[config.mk]
export PLATFORM = sky130hd
export DESIGN_NAME = bfr_bridge_ctrl
export DESIGN_NICKNAME = d
export VERILOG_FILES = /design/src/hw/bfr_pkg.sv /design/src/hw/bfr_bridge_ctrl.sv /design/src/hw/bfr_dead_time.sv /design/src/hw/bfr_sync.sv
export SDC_FILE = /design/constraint.sdc
export NUM_CORES = 1
export LEC_CHECK = 0
export BUFFER_PORTS_ARGS = -buffer_cell sky130_fd_sc_hd__buf_2
export CORE_MARGIN = 2
export CORE_UTILIZATION = 58
export CTS_CLUSTER_DIAMETER = 40
export DETAILED_ROUTE_END_ITERATION = 7
export GPL_ROUTABILITY_DRIVEN = 0
export HOLD_SLACK_MARGIN = 0.02
export PLACE_DENSITY = 0.8
export SLEW_MARGIN = 10
export SYNTH_ARGS = -nofsm -noshare
export SYNTH_HDL_FRONTEND = slang
export SYNTH_SLANG_ARGS = --single-unit
[constraint.sdc]
create_clock -name clk_sys -period 3.6 [get_ports clk_sys]
set_input_delay 0 -clock clk_sys [delete_from_list [all_inputs] [get_ports clk_sys]]
set_output_delay 0 -clock clk_sys [all_outputs]
set_load 0.01 [all_outputs]
[src/hw/bfr_pkg.sv]
// Shared constants for the bridge fault and reset controller
package bfr_pkg;

	// System clock
	localparam int unsigned CLK_HZ = 20_000_000;
	localparam int unsigned CLK_MHZ = CLK_HZ / 1_000_000;

	// Register byte offsets on the bus
	localparam logic [7:0] ADR_DEADTIME = 8'h00;
	localparam logic [7:0] ADR_STATUS   = 8'h04;
	localparam logic [7:0] ADR_IRQ_STAT = 8'h08;
	localparam logic [7:0] ADR_IRQ_MASK = 8'h0c;

	// Dead time register fields
	localparam int DT_W      = 8;
	localparam int DT_HS_LSB = 0;
	localparam int DT_LS_LSB = 8;

	// Default dead time, rounded up to whole cycles
	localparam int unsigned DT_DEFAULT_NS = 100;
	localparam int unsigned DT_DEFAULT_CYC = (DT_DEFAULT_NS * CLK_MHZ + 999) / 1000;
	localparam logic [7:0] DT_RESET = DT_DEFAULT_CYC[7:0];

	// Status register fields
	localparam int ST_LATCH = 0;
	localparam int ST_CAUSE = 1;
	localparam int ST_LRST  = 4;
	localparam int ST_RRST  = 5;
	localparam int ST_CODE  = 6;

	// Cause bits, also interrupt bits 0..2
	localparam int CAUSE_W  = 3;
	localparam int CAUSE_OC = 0;
	localparam int CAUSE_OT = 1;
	localparam int CAUSE_UV = 2;
	localparam int IRQ_W    = 4;
	localparam int IRQ_WARN = 3;
	localparam logic [3:0] IRQ_MASK_RESET = 4'h0;

	// Status code {bit a, bit b, fault indicator level}
	localparam logic [2:0] CODE_MULTI   = 3'h0;
	localparam logic [2:0] CODE_OT_ERR  = 3'h2;
	localparam logic [2:0] CODE_OT_WARN = 3'h3;
	localparam logic [2:0] CODE_OC      = 3'h4;
	localparam logic [2:0] CODE_UV      = 3'h6;
	localparam logic [2:0] CODE_NORMAL  = 3'h7;

	// Synchronised input positions
	localparam int SY_LRST = 0;
	localparam int SY_RRST = 1;
	localparam int SY_SEL  = 2;
	localparam int SY_OCH  = 3;
	localparam int SY_OCL  = 4;
	localparam int SY_UV   = 5;
	localparam int SY_OTE  = 6;
	localparam int SY_OTW  = 7;
	localparam int SY_POS  = 8;
	localparam int SY_NEG  = 12;
	localparam int SY_W    = 16;

	// Drive mode of one half-bridge
	typedef enum logic [1:0] {
		MODE_RUN    = 2'b00,
		MODE_OFF    = 2'b01,
		MODE_GROUND = 2'b10
	} bfr_mode_type;

endpackage

[src/hw/bfr_bridge_ctrl.sv]
// Protection latch, channel reset and gate control for four half-bridges
//
// Chosen here: the placing of the registers and the Wishbone interface to the registers.
`timescale 1ns/100ps
module bfr_bridge_ctrl (
	input  wire logic        clk_sys,                     // System clock, 20 MHz
	input  wire logic        reset_n,                     // Async reset, active low
	input  wire logic        left_pair_reset_n,           // Channel reset A/B, active low
	input  wire logic        right_pair_reset_n,          // Channel reset C/D, active low
	input  wire logic        reset_output_state_select,   // 1 ground, 0 off during reset
	input  wire logic        pwm_pos_a,                   // Positive PWM A
	input  wire logic        pwm_neg_a,                   // Negative PWM A
	input  wire logic        pwm_pos_b,                   // Positive PWM B
	input  wire logic        pwm_neg_b,                   // Negative PWM B
	input  wire logic        pwm_pos_c,                   // Positive PWM C
	input  wire logic        pwm_neg_c,                   // Negative PWM C
	input  wire logic        pwm_pos_d,                   // Positive PWM D
	input  wire logic        pwm_neg_d,                   // Negative PWM D
	input  wire logic        high_side_overcurrent_trip,  // High-side VDS over threshold
	input  wire logic        low_side_overcurrent_trip,   // Low-side VDS over threshold
	input  wire logic        undervoltage_protection,     // Gate supply below 7 V
	input  wire logic        overtempError,               // Overtemperature error level
	input  wire logic        overtempWarning,             // Overtemperature warning level
	output logic             high_side_gate_a,            // High-side gate A
	output logic             high_side_gate_b,            // High-side gate B
	output logic             high_side_gate_c,            // High-side gate C
	output logic             high_side_gate_d,            // High-side gate D
	output logic             low_side_gate_a,             // Low-side gate A
	output logic             low_side_gate_b,             // Low-side gate B
	output logic             low_side_gate_c,             // Low-side gate C
	output logic             low_side_gate_d,             // Low-side gate D
	output logic             status_code_bit_a,           // Status bit a
	output logic             status_code_bit_b,           // Status bit b
	output logic             faultOut,                    // Fault pin drive level, always 0
	output logic             faultOe,                     // Fault pin pull-down enable
	output logic             irq,                         // Interrupt, active high level
	input  wire logic        wb_cyc_i,                    // Bus cycle
	input  wire logic        wb_stb_i,                    // Bus strobe
	input  wire logic        wb_we_i,                     // Bus write
	input  wire logic [7:0]  wb_adr_i,                    // Bus byte address
	input  wire logic [3:0]  wb_sel_i,                    // Bus byte lanes
	input  wire logic [31:0] wb_dat_i,                    // Bus write data
	output logic [31:0]      wb_dat_o,                    // Bus read data
	output logic             wb_ack_o                     // Bus acknowledge
);

	localparam int NB = 4;
	localparam int DW = bfr_pkg::DT_W;

	typedef struct packed {
		logic [NB-1:0]              gateHigh;
		logic [NB-1:0]              gateLow;
		logic                       errLatch;
		logic [bfr_pkg::CAUSE_W-1:0] cause;
		logic [1:0]                 rstPrev;
		logic [2:0]                 code;
		logic                       faultOe;
		logic [bfr_pkg::IRQ_W-1:0]  irqStat;
		logic [bfr_pkg::IRQ_W-1:0]  irqMask;
		logic                       irq;
		logic                       warnPrev;
		logic [DW-1:0]              dtHigh;
		logic [DW-1:0]              dtLow;
		logic                       ack;
		logic [31:0]                rdData;
	} bfr_state_type;

	bfr_state_type state_r;
	bfr_state_type state_nxt;

	logic [bfr_pkg::SY_W-1:0] syncIn;
	logic [NB-1:0]            dtHigh;
	logic [NB-1:0]            dtLow;

	// Pick the drive mode of one bridge; UV beats reset, reset beats latch
	function automatic bfr_pkg::bfr_mode_type bfrMode(input logic uv, input logic inReset,
	                                                  input logic sel, input logic latched);
		if (uv) begin
			bfrMode = bfr_pkg::MODE_OFF;
		end else if (inReset) begin
			bfrMode = sel ? bfr_pkg::MODE_GROUND : bfr_pkg::MODE_OFF;
		end else if (latched) begin
			bfrMode = bfr_pkg::MODE_OFF;
		end else begin
			bfrMode = bfr_pkg::MODE_RUN;
		end
	endfunction

	// PWM, fault, select and channel reset pins cross into clk_sys before any logic reads them; bus inputs are read directly
	bfr_sync #(
		.WIDTH (bfr_pkg::SY_W)
	) uSync (
		.clk_sys (clk_sys),
		.reset_n (reset_n),
		.asyncIn ({pwm_neg_d, pwm_neg_c, pwm_neg_b, pwm_neg_a,
		           pwm_pos_d, pwm_pos_c, pwm_pos_b, pwm_pos_a,
		           overtempWarning, overtempError, undervoltage_protection,
		           low_side_overcurrent_trip, high_side_overcurrent_trip,
		           reset_output_state_select, right_pair_reset_n, left_pair_reset_n}),
		.syncOut (syncIn)
	);

	// One dead-time stage per half-bridge
	generate
		for (genvar i = 0; i < NB; i++) begin : gDt
			bfr_dead_time #(
				.DW (DW)
			) uDt (
				.clk_sys   (clk_sys),
				.reset_n   (reset_n),
				.pwmPos    (syncIn[bfr_pkg::SY_POS + i]),
				.pwmNeg    (syncIn[bfr_pkg::SY_NEG + i]),
				.delayHigh (state_r.dtHigh),
				.delayLow  (state_r.dtLow),
				.driveHigh (dtHigh[i]),
				.driveLow  (dtLow[i])
			);
		end
	endgenerate

	always_comb begin
		logic [1:0]                  rstNow;
		logic                        anyRise;
		logic                        anyFall;
		logic [bfr_pkg::CAUSE_W-1:0] errNow;
		logic [bfr_pkg::IRQ_W-1:0]   events;
		logic [bfr_pkg::IRQ_W-1:0]   clrBits;
		logic                        access;
		logic                        pairReset;
		bfr_pkg::bfr_mode_type       mode;
		rstNow = '0;
		anyRise = 1'b0;
		anyFall = 1'b0;
		errNow = '0;
		events = '0;
		clrBits = '0;
		access = 1'b0;
		pairReset = 1'b0;
		mode = bfr_pkg::MODE_OFF;
		state_nxt = state_r;

		// Channel reset edges on synchronised levels
		rstNow = {syncIn[bfr_pkg::SY_RRST], syncIn[bfr_pkg::SY_LRST]};
		anyRise = |(rstNow & ~state_r.rstPrev);
		anyFall = |(~rstNow & state_r.rstPrev);
		state_nxt.rstPrev = rstNow;

		// Live error conditions
		errNow[bfr_pkg::CAUSE_OC] = syncIn[bfr_pkg::SY_OCH] | syncIn[bfr_pkg::SY_OCL];
		errNow[bfr_pkg::CAUSE_OT] = syncIn[bfr_pkg::SY_OTE];
		errNow[bfr_pkg::CAUSE_UV] = syncIn[bfr_pkg::SY_UV];

		// Falling edge drops shown causes; a live error still sets them
		if (anyFall) begin
			state_nxt.cause = '0;
		end
		state_nxt.cause = state_nxt.cause | errNow;
		if (|errNow) begin
			state_nxt.errLatch = 1'b1;
		end else if (anyRise) begin
			state_nxt.errLatch = 1'b0;
		end

		// Status code from shown causes, else warning, else normal
		if (state_nxt.cause != '0) begin
			case (state_nxt.cause)
				3'h1: state_nxt.code = bfr_pkg::CODE_OC;
				3'h2: state_nxt.code = bfr_pkg::CODE_OT_ERR;
				3'h4: state_nxt.code = bfr_pkg::CODE_UV;
				default: state_nxt.code = bfr_pkg::CODE_MULTI;
			endcase
		end else if (syncIn[bfr_pkg::SY_OTW]) begin
			state_nxt.code = bfr_pkg::CODE_OT_WARN;
		end else begin
			state_nxt.code = bfr_pkg::CODE_NORMAL;
		end
		state_nxt.faultOe = ~state_nxt.code[0];

		// Gate drive per bridge, pair chosen by index
		for (int i = 0; i < NB; i++) begin
			pairReset = (i < 2) ? ~rstNow[0] : ~rstNow[1];
			mode = bfrMode(errNow[bfr_pkg::CAUSE_UV], pairReset, syncIn[bfr_pkg::SY_SEL],
			               state_nxt.errLatch);
			case (mode)
				bfr_pkg::MODE_RUN: begin
					// Both requested is treated as neither
					state_nxt.gateHigh[i] = dtHigh[i] & ~dtLow[i];
					state_nxt.gateLow[i] = dtLow[i] & ~dtHigh[i];
				end
				bfr_pkg::MODE_GROUND: begin
					state_nxt.gateHigh[i] = 1'b0;
					state_nxt.gateLow[i] = 1'b1;
				end
				default: begin
					state_nxt.gateHigh[i] = 1'b0;
					state_nxt.gateLow[i] = 1'b0;
				end
			endcase
		end

		// Sticky events: a cause newly shown or warning rising
		events[bfr_pkg::CAUSE_W-1:0] = errNow & ~state_r.cause;
		events[bfr_pkg::IRQ_WARN] = syncIn[bfr_pkg::SY_OTW] & ~state_r.warnPrev;
		state_nxt.warnPrev = syncIn[bfr_pkg::SY_OTW];

		// Bus slave: one access per request, ack for one cycle
		access = wb_cyc_i & wb_stb_i & ~state_r.ack;
		state_nxt.ack = access;
		state_nxt.rdData = '0;
		if (access && wb_we_i) begin
			case (wb_adr_i)
				bfr_pkg::ADR_DEADTIME: begin
					if (wb_sel_i[0]) state_nxt.dtHigh = wb_dat_i[bfr_pkg::DT_HS_LSB +: DW];
					if (wb_sel_i[1]) state_nxt.dtLow = wb_dat_i[bfr_pkg::DT_LS_LSB +: DW];
				end
				bfr_pkg::ADR_IRQ_STAT: begin
					if (wb_sel_i[0]) clrBits = wb_dat_i[bfr_pkg::IRQ_W-1:0];
				end
				bfr_pkg::ADR_IRQ_MASK: begin
					if (wb_sel_i[0]) state_nxt.irqMask = wb_dat_i[bfr_pkg::IRQ_W-1:0];
				end
				default: begin
				end
			endcase
		end else if (access) begin
			case (wb_adr_i)
				bfr_pkg::ADR_DEADTIME: begin
					state_nxt.rdData[bfr_pkg::DT_HS_LSB +: DW] = state_r.dtHigh;
					state_nxt.rdData[bfr_pkg::DT_LS_LSB +: DW] = state_r.dtLow;
				end
				bfr_pkg::ADR_STATUS: begin
					state_nxt.rdData[bfr_pkg::ST_LATCH] = state_r.errLatch;
					state_nxt.rdData[bfr_pkg::ST_CAUSE +: bfr_pkg::CAUSE_W] = state_r.cause;
					state_nxt.rdData[bfr_pkg::ST_LRST] = state_r.rstPrev[0];
					state_nxt.rdData[bfr_pkg::ST_RRST] = state_r.rstPrev[1];
					state_nxt.rdData[bfr_pkg::ST_CODE +: 3] = state_r.code;
				end
				bfr_pkg::ADR_IRQ_STAT: state_nxt.rdData[bfr_pkg::IRQ_W-1:0] = state_r.irqStat;
				bfr_pkg::ADR_IRQ_MASK: state_nxt.rdData[bfr_pkg::IRQ_W-1:0] = state_r.irqMask;
				default: state_nxt.rdData = '0;
			endcase
		end

		// Set wins over a write-one clear in the same cycle
		state_nxt.irqStat = (state_r.irqStat & ~clrBits) | events;
		state_nxt.irq = |(state_nxt.irqStat & state_nxt.irqMask);
	end

	// Latch starts set so no bridge runs PWM until a reset rising edge
	always_ff @(posedge clk_sys or negedge reset_n) begin
		if (!reset_n) begin
			state_r <= '0;
			state_r.errLatch <= 1'b1;
			state_r.code <= bfr_pkg::CODE_NORMAL;
			state_r.irqMask <= bfr_pkg::IRQ_MASK_RESET;
			state_r.dtHigh <= bfr_pkg::DT_RESET;
			state_r.dtLow <= bfr_pkg::DT_RESET;
		end else begin
			state_r <= state_nxt;
		end
	end

	// Outputs straight from the state register, faultOut tied to 0
	assign high_side_gate_a = state_r.gateHigh[0];
	assign high_side_gate_b = state_r.gateHigh[1];
	assign high_side_gate_c = state_r.gateHigh[2];
	assign high_side_gate_d = state_r.gateHigh[3];
	assign low_side_gate_a = state_r.gateLow[0];
	assign low_side_gate_b = state_r.gateLow[1];
	assign low_side_gate_c = state_r.gateLow[2];
	assign low_side_gate_d = state_r.gateLow[3];
	assign status_code_bit_a = state_r.code[2];
	assign status_code_bit_b = state_r.code[1];
	assign faultOut = 1'b0;
	assign faultOe = state_r.faultOe;
	assign irq = state_r.irq;
	assign wb_ack_o = state_r.ack;
	assign wb_dat_o = state_r.rdData;

endmodule

[src/hw/bfr_dead_time.sv]
// Rising-edge dead time for one half-bridge
`timescale 1ns/100ps
module bfr_dead_time #(
	parameter int DW = 8
) (
	input  wire logic          clk_sys,    // System clock
	input  wire logic          reset_n,    // Async reset, active low
	input  wire logic          pwmPos,     // Synced positive PWM
	input  wire logic          pwmNeg,     // Synced negative PWM
	input  wire logic [DW-1:0] delayHigh,  // High-side delay, cycles
	input  wire logic [DW-1:0] delayLow,   // Low-side delay, cycles
	output logic               driveHigh,  // Delayed high-side request
	output logic               driveLow    // Delayed low-side request
);

	typedef struct packed {
		logic [DW-1:0] cntHigh;
		logic [DW-1:0] cntLow;
		logic          driveHigh;
		logic          driveLow;
	} bfr_dt_state_type;

	bfr_dt_state_type state_r;
	bfr_dt_state_type state_nxt;

	generate
		if (DW < 1 || DW > 16) begin : gChk
			$error("bfr_dead_time DW must be 1 to 16");
		end
	endgenerate

	// Rise waits out the delay, fall is immediate to kill conduction fast
	always_comb begin
		state_nxt = state_r;
		if (!pwmPos) begin
			state_nxt.cntHigh = '0;
			state_nxt.driveHigh = 1'b0;
		end else if (state_r.cntHigh >= delayHigh) begin
			state_nxt.driveHigh = 1'b1;
		end else begin
			state_nxt.cntHigh = state_r.cntHigh + 1'b1;
		end
		if (!pwmNeg) begin
			state_nxt.cntLow = '0;
			state_nxt.driveLow = 1'b0;
		end else if (state_r.cntLow >= delayLow) begin
			state_nxt.driveLow = 1'b1;
		end else begin
			state_nxt.cntLow = state_r.cntLow + 1'b1;
		end
	end

	always_ff @(posedge clk_sys or negedge reset_n) begin
		if (!reset_n) begin
			state_r <= '0;
		end else begin
			state_r <= state_nxt;
		end
	end

	assign driveHigh = state_r.driveHigh;
	assign driveLow = state_r.driveLow;

endmodule

[src/hw/bfr_sync.sv]
// Two-stage synchroniser for pin inputs
`timescale 1ns/100ps
module bfr_sync #(
	parameter int WIDTH = 16
) (
	input  wire logic             clk_sys,  // System clock
	input  wire logic             reset_n,  // Async reset, active low
	input  wire logic [WIDTH-1:0] asyncIn,  // Pin levels
	output logic      [WIDTH-1:0] syncOut   // Levels in clk_sys domain
);

	typedef struct packed {
		logic [WIDTH-1:0] stage1;
		logic [WIDTH-1:0] stage2;
	} bfr_sync_state_type;

	bfr_sync_state_type state_r;
	bfr_sync_state_type state_nxt;

	generate
		if (WIDTH < 1) begin : gChk
			$error("bfr_sync WIDTH must be at least 1");
		end
	endgenerate

	// First stage feeds only the second stage
	always_comb begin
		state_nxt = state_r;
		state_nxt.stage1 = asyncIn;
		state_nxt.stage2 = state_r.stage1;
	end

	// Zero at reset: resets read as asserted, faults as absent
	always_ff @(posedge clk_sys or negedge reset_n) begin
		if (!reset_n) begin
			state_r <= '0;
		end else begin
			state_r <= state_nxt;
		end
	end

	assign syncOut = state_r.stage2;

endmodule

==> results.md <==
- Status: finished clean
- Commonest register cell after synthesis: dfrtp_1
- TritonCTS Buffers: 17
- Num Clock Sinks: 165
- Starting Density: 0.596
- Hold EP: wb_dat_o[3]
- Initial antenna violation count: 0
- RR Startpoint: state_r[34]
- Final #Nets: 1,019
- Fmax achieved: 0.334 GHz
- RSZ-0062 raised after global routing: false
- Post-Synth XOR/XNOR Area: 0.0116
- Fin crit share: 0.831
- CP max FO: 9
- Clk buf depth: 2
- Vias per cell: 5.87
- IO buf count: 75
- Total negative setup slack: 0 ps
- Total power: 3.98 mW
- Post-synth EDFFs: 0
- Die height: 124 um
- Min cycle time layout: 2990 ps
- Post-Route Utilization: 0.693
- Critical Path Source Type: register
- Vias in the first global route: 6,334
- Avg WL per Cell: 17.3 um
- Leak Pwr: 4.75 nW
- All-Layer GR Usage: 0.262
- Worst flop-to-flop path endpoint: gDt[3].uDt.state_r[9]
- Most frequent cells in the layout: dfrtp_1, buf_2, ha_1
- Setup clock skew after layout: 11.4 ps
- Flop-to-flop setup slack: 610 ps
- Seq/Total Area, Yosys: 0.498
- Detailed Routing Iterations Pass 1: 5
- Synth async-reset ratio: 1.00
- Rel. slew slack: 0.387
- Worst r2r path cells: 8
- Largest family of logic cells by synthesized area: simple AND/OR/NAND/NOR gates
- First-pass GRT wire length: 30.7 mm
- Area grow syn2layout: 16.3%
- CTS Root Cell: clkbuf_16
- Distinct cell type count after synthesis: 56
- 1st-iter DRT viols: 498
- Grt total ovfl: 0
- Clock Pin Slew Worst Setup and Hold Paths: 60 ps
- Hold Path Origin: wb_adr_i[7]
- Vias: 6,308
- Drt total wl: 18.6 mm
- Die width: 124 um
- Cell count after synthesis: 779
- Average cell area after synthesis: 10.7 um2
- H-tree levels: 4
- Row cnt: 43
- Hold depth: 4
- Crit path DAT: 3330 ps
- Proportion of synthesized area in mux cells: 0.0315
- Worst min path class: in -> reg
- Power Density: 412 nW/um2
- Post_cts resized: 0
- Worst vdd ir: 0.366 mV
- MaxCap Viol Count: 0
- I/O pin cnt: 111
- Hold WS: 48.9 ps
- Syn Std Cell Area: 8300 um2
- Final hold vios: 0
- Post-route DRC: 0
- Simple-Gate Fraction of Synth Area: 0.152
- Fraction of layout cells with a size suffix above 1: 0.150
- Critical Path RT: 3940 ps
- DP HPWL: 12.9 mm
- Worst-skew pair later-pin latency: 440 ps
- Final antenna-violating net count: 0
- Critical path class: reg -> reg
- Final max-slew violation count: 0
- # diodes: 0
- Final setup violation count: 0
- Measured slew at the worst slew-check pin: 920 ps
- CTS tree: built
- Die area: 15,300 um2
- CORE AREA: 13,900 um2
- Adder-cell share of the synthesized area: 0.108
- FF+latch count, synth: 165
- Largest net degree at the start of global routing: 99
- Synth Area in Compound Gates: 0.138
- Total number of yosys warnings: 0
- Commonest non-fill, non-tap cell in the layout: dfrtp_1
- CP endpoint kind: register
[metal layers]
layer,GRT usage,vias up,wire (um),part of all wire
li1,-,2959,-,-
met1,0.326,3112,7820,0.42
met2,0.461,213,9560,0.51
met3,0.0522,24,981,0.053
met4,0.0831,0,258,0.014
met5,0,-,0,0
[synthesized netlist by cell type (7+ instances only)]
master,instances,share of area
dfrtp_1,159,0.48
ha_1,72,0.11
nand2_1,60,0.027
o21ai_0,54,0.033
inv_1,46,0.021
nand3_1,34,0.020
buf_4,33,0.030
a21boi_0,31,0.028
nor2_1,25,0.011
or3_1,25,0.019
nand2b_1,22,0.017
nand4_1,20,0.015
clkbuf_1,16,0.0072
o31ai_1,14,0.013
a21oi_1,13,0.0078
and2_1,13,0.0098
mux2i_1,13,0.016
xnor2_1,11,0.012
a211oi_1,10,0.0090
nor3_1,10,0.0060
a21o_1,8,0.0072
o21a_1,8,0.0072
mux2_2,7,0.0095
or4_1,7,0.0063
[registers in the layout (all words and copies together) (netlist names), 4 cells and up]
register and flops:
gDt.uDt.state_r 64, wb_dat_o 16, state_r 32, uSync.state_nxt 16, uSync.syncOut 16, gDt.uDt.driveHigh 4, gDt.uDt.driveLow 4
[metrics by stage]
step / cell area, um2 / setup slack, ps / instances
after floorplan: 8360 / 1060 / 795
after global placement: 8720 / 897 / 1006
after detailed placement: 8720 / 663 / 1006
after CTS: 9660 / 645 / 1075
after global routing: 9660 / 480 / 1075
final: 9660 / 608 / 1075
[report_power, final]
part | leakage [nW] | internal (mW) | total, mW | switching [mW]
Clock | 0.277 | 0.971 | 1.76 | 0.792
Combinational | 2.40 | 0.114 | 0.246 | 0.132
Sequential | 2.08 | 1.91 | 1.97 | 0.0642
Total | 4.75 | 2.99 | 3.98 | 0.988
[worst max path at each step]
stage | startpoint | end | cells past startpoint
3_3_place_gp | state_r[34] | gDt[3].uDt.state_r[7] | 8
3_5_place_dp | state_r[34] | gDt[3].uDt.state_r[9] | 8
2_1_floorplan | state_r[34] | gDt[3].uDt.state_r[7] | 8
4_1_cts | state_r[34] | gDt[3].uDt.state_r[9] | 8
6_report | state_r[34] | gDt[3].uDt.state_r[9] | 8
5_1_grt | state_r[34] | gDt[3].uDt.state_r[9] | 8
[worst max-delay path: stages (launching register included)]
cell,delay [ps]
dfstp_2,510
inv_1,130
ha_1,350
nor2b_1,140
o211a_1,200
o311ai_1,430
nand2_1,340
or4_1,580
a21boi_0,220
[repair_timing]
| item | in CTS | in global routing |
|---|---|---|
| setup buffers | 0 | 0 |
| hold endpoints to repair | 144 | 0 |
| hold buffers | 37 | 0 |
[kinds of logic after synthesis]
group,after synthesis
AO/OA/AOI/OAI,170
XOR/XNOR,11
adder cells (fa/ha/maj),72
buffers and inverters,98
flip-flops,165
multiplexers,23
other,1
AND/OR/NAND/NOR,239
[layout make-up]
class / instances / area, um2
clock inverters: 14 / 143
flip-flops and latches: 165 / 4140
clock buffers: 18 / 429
fillers: 1036 / 4280
repair buffers: 120 / 825
well taps: 180 / 225
inverters: 46 / 173
multi-input cells: 532 / 3730
Note: power is estimated with default switching activity, not from simulation.
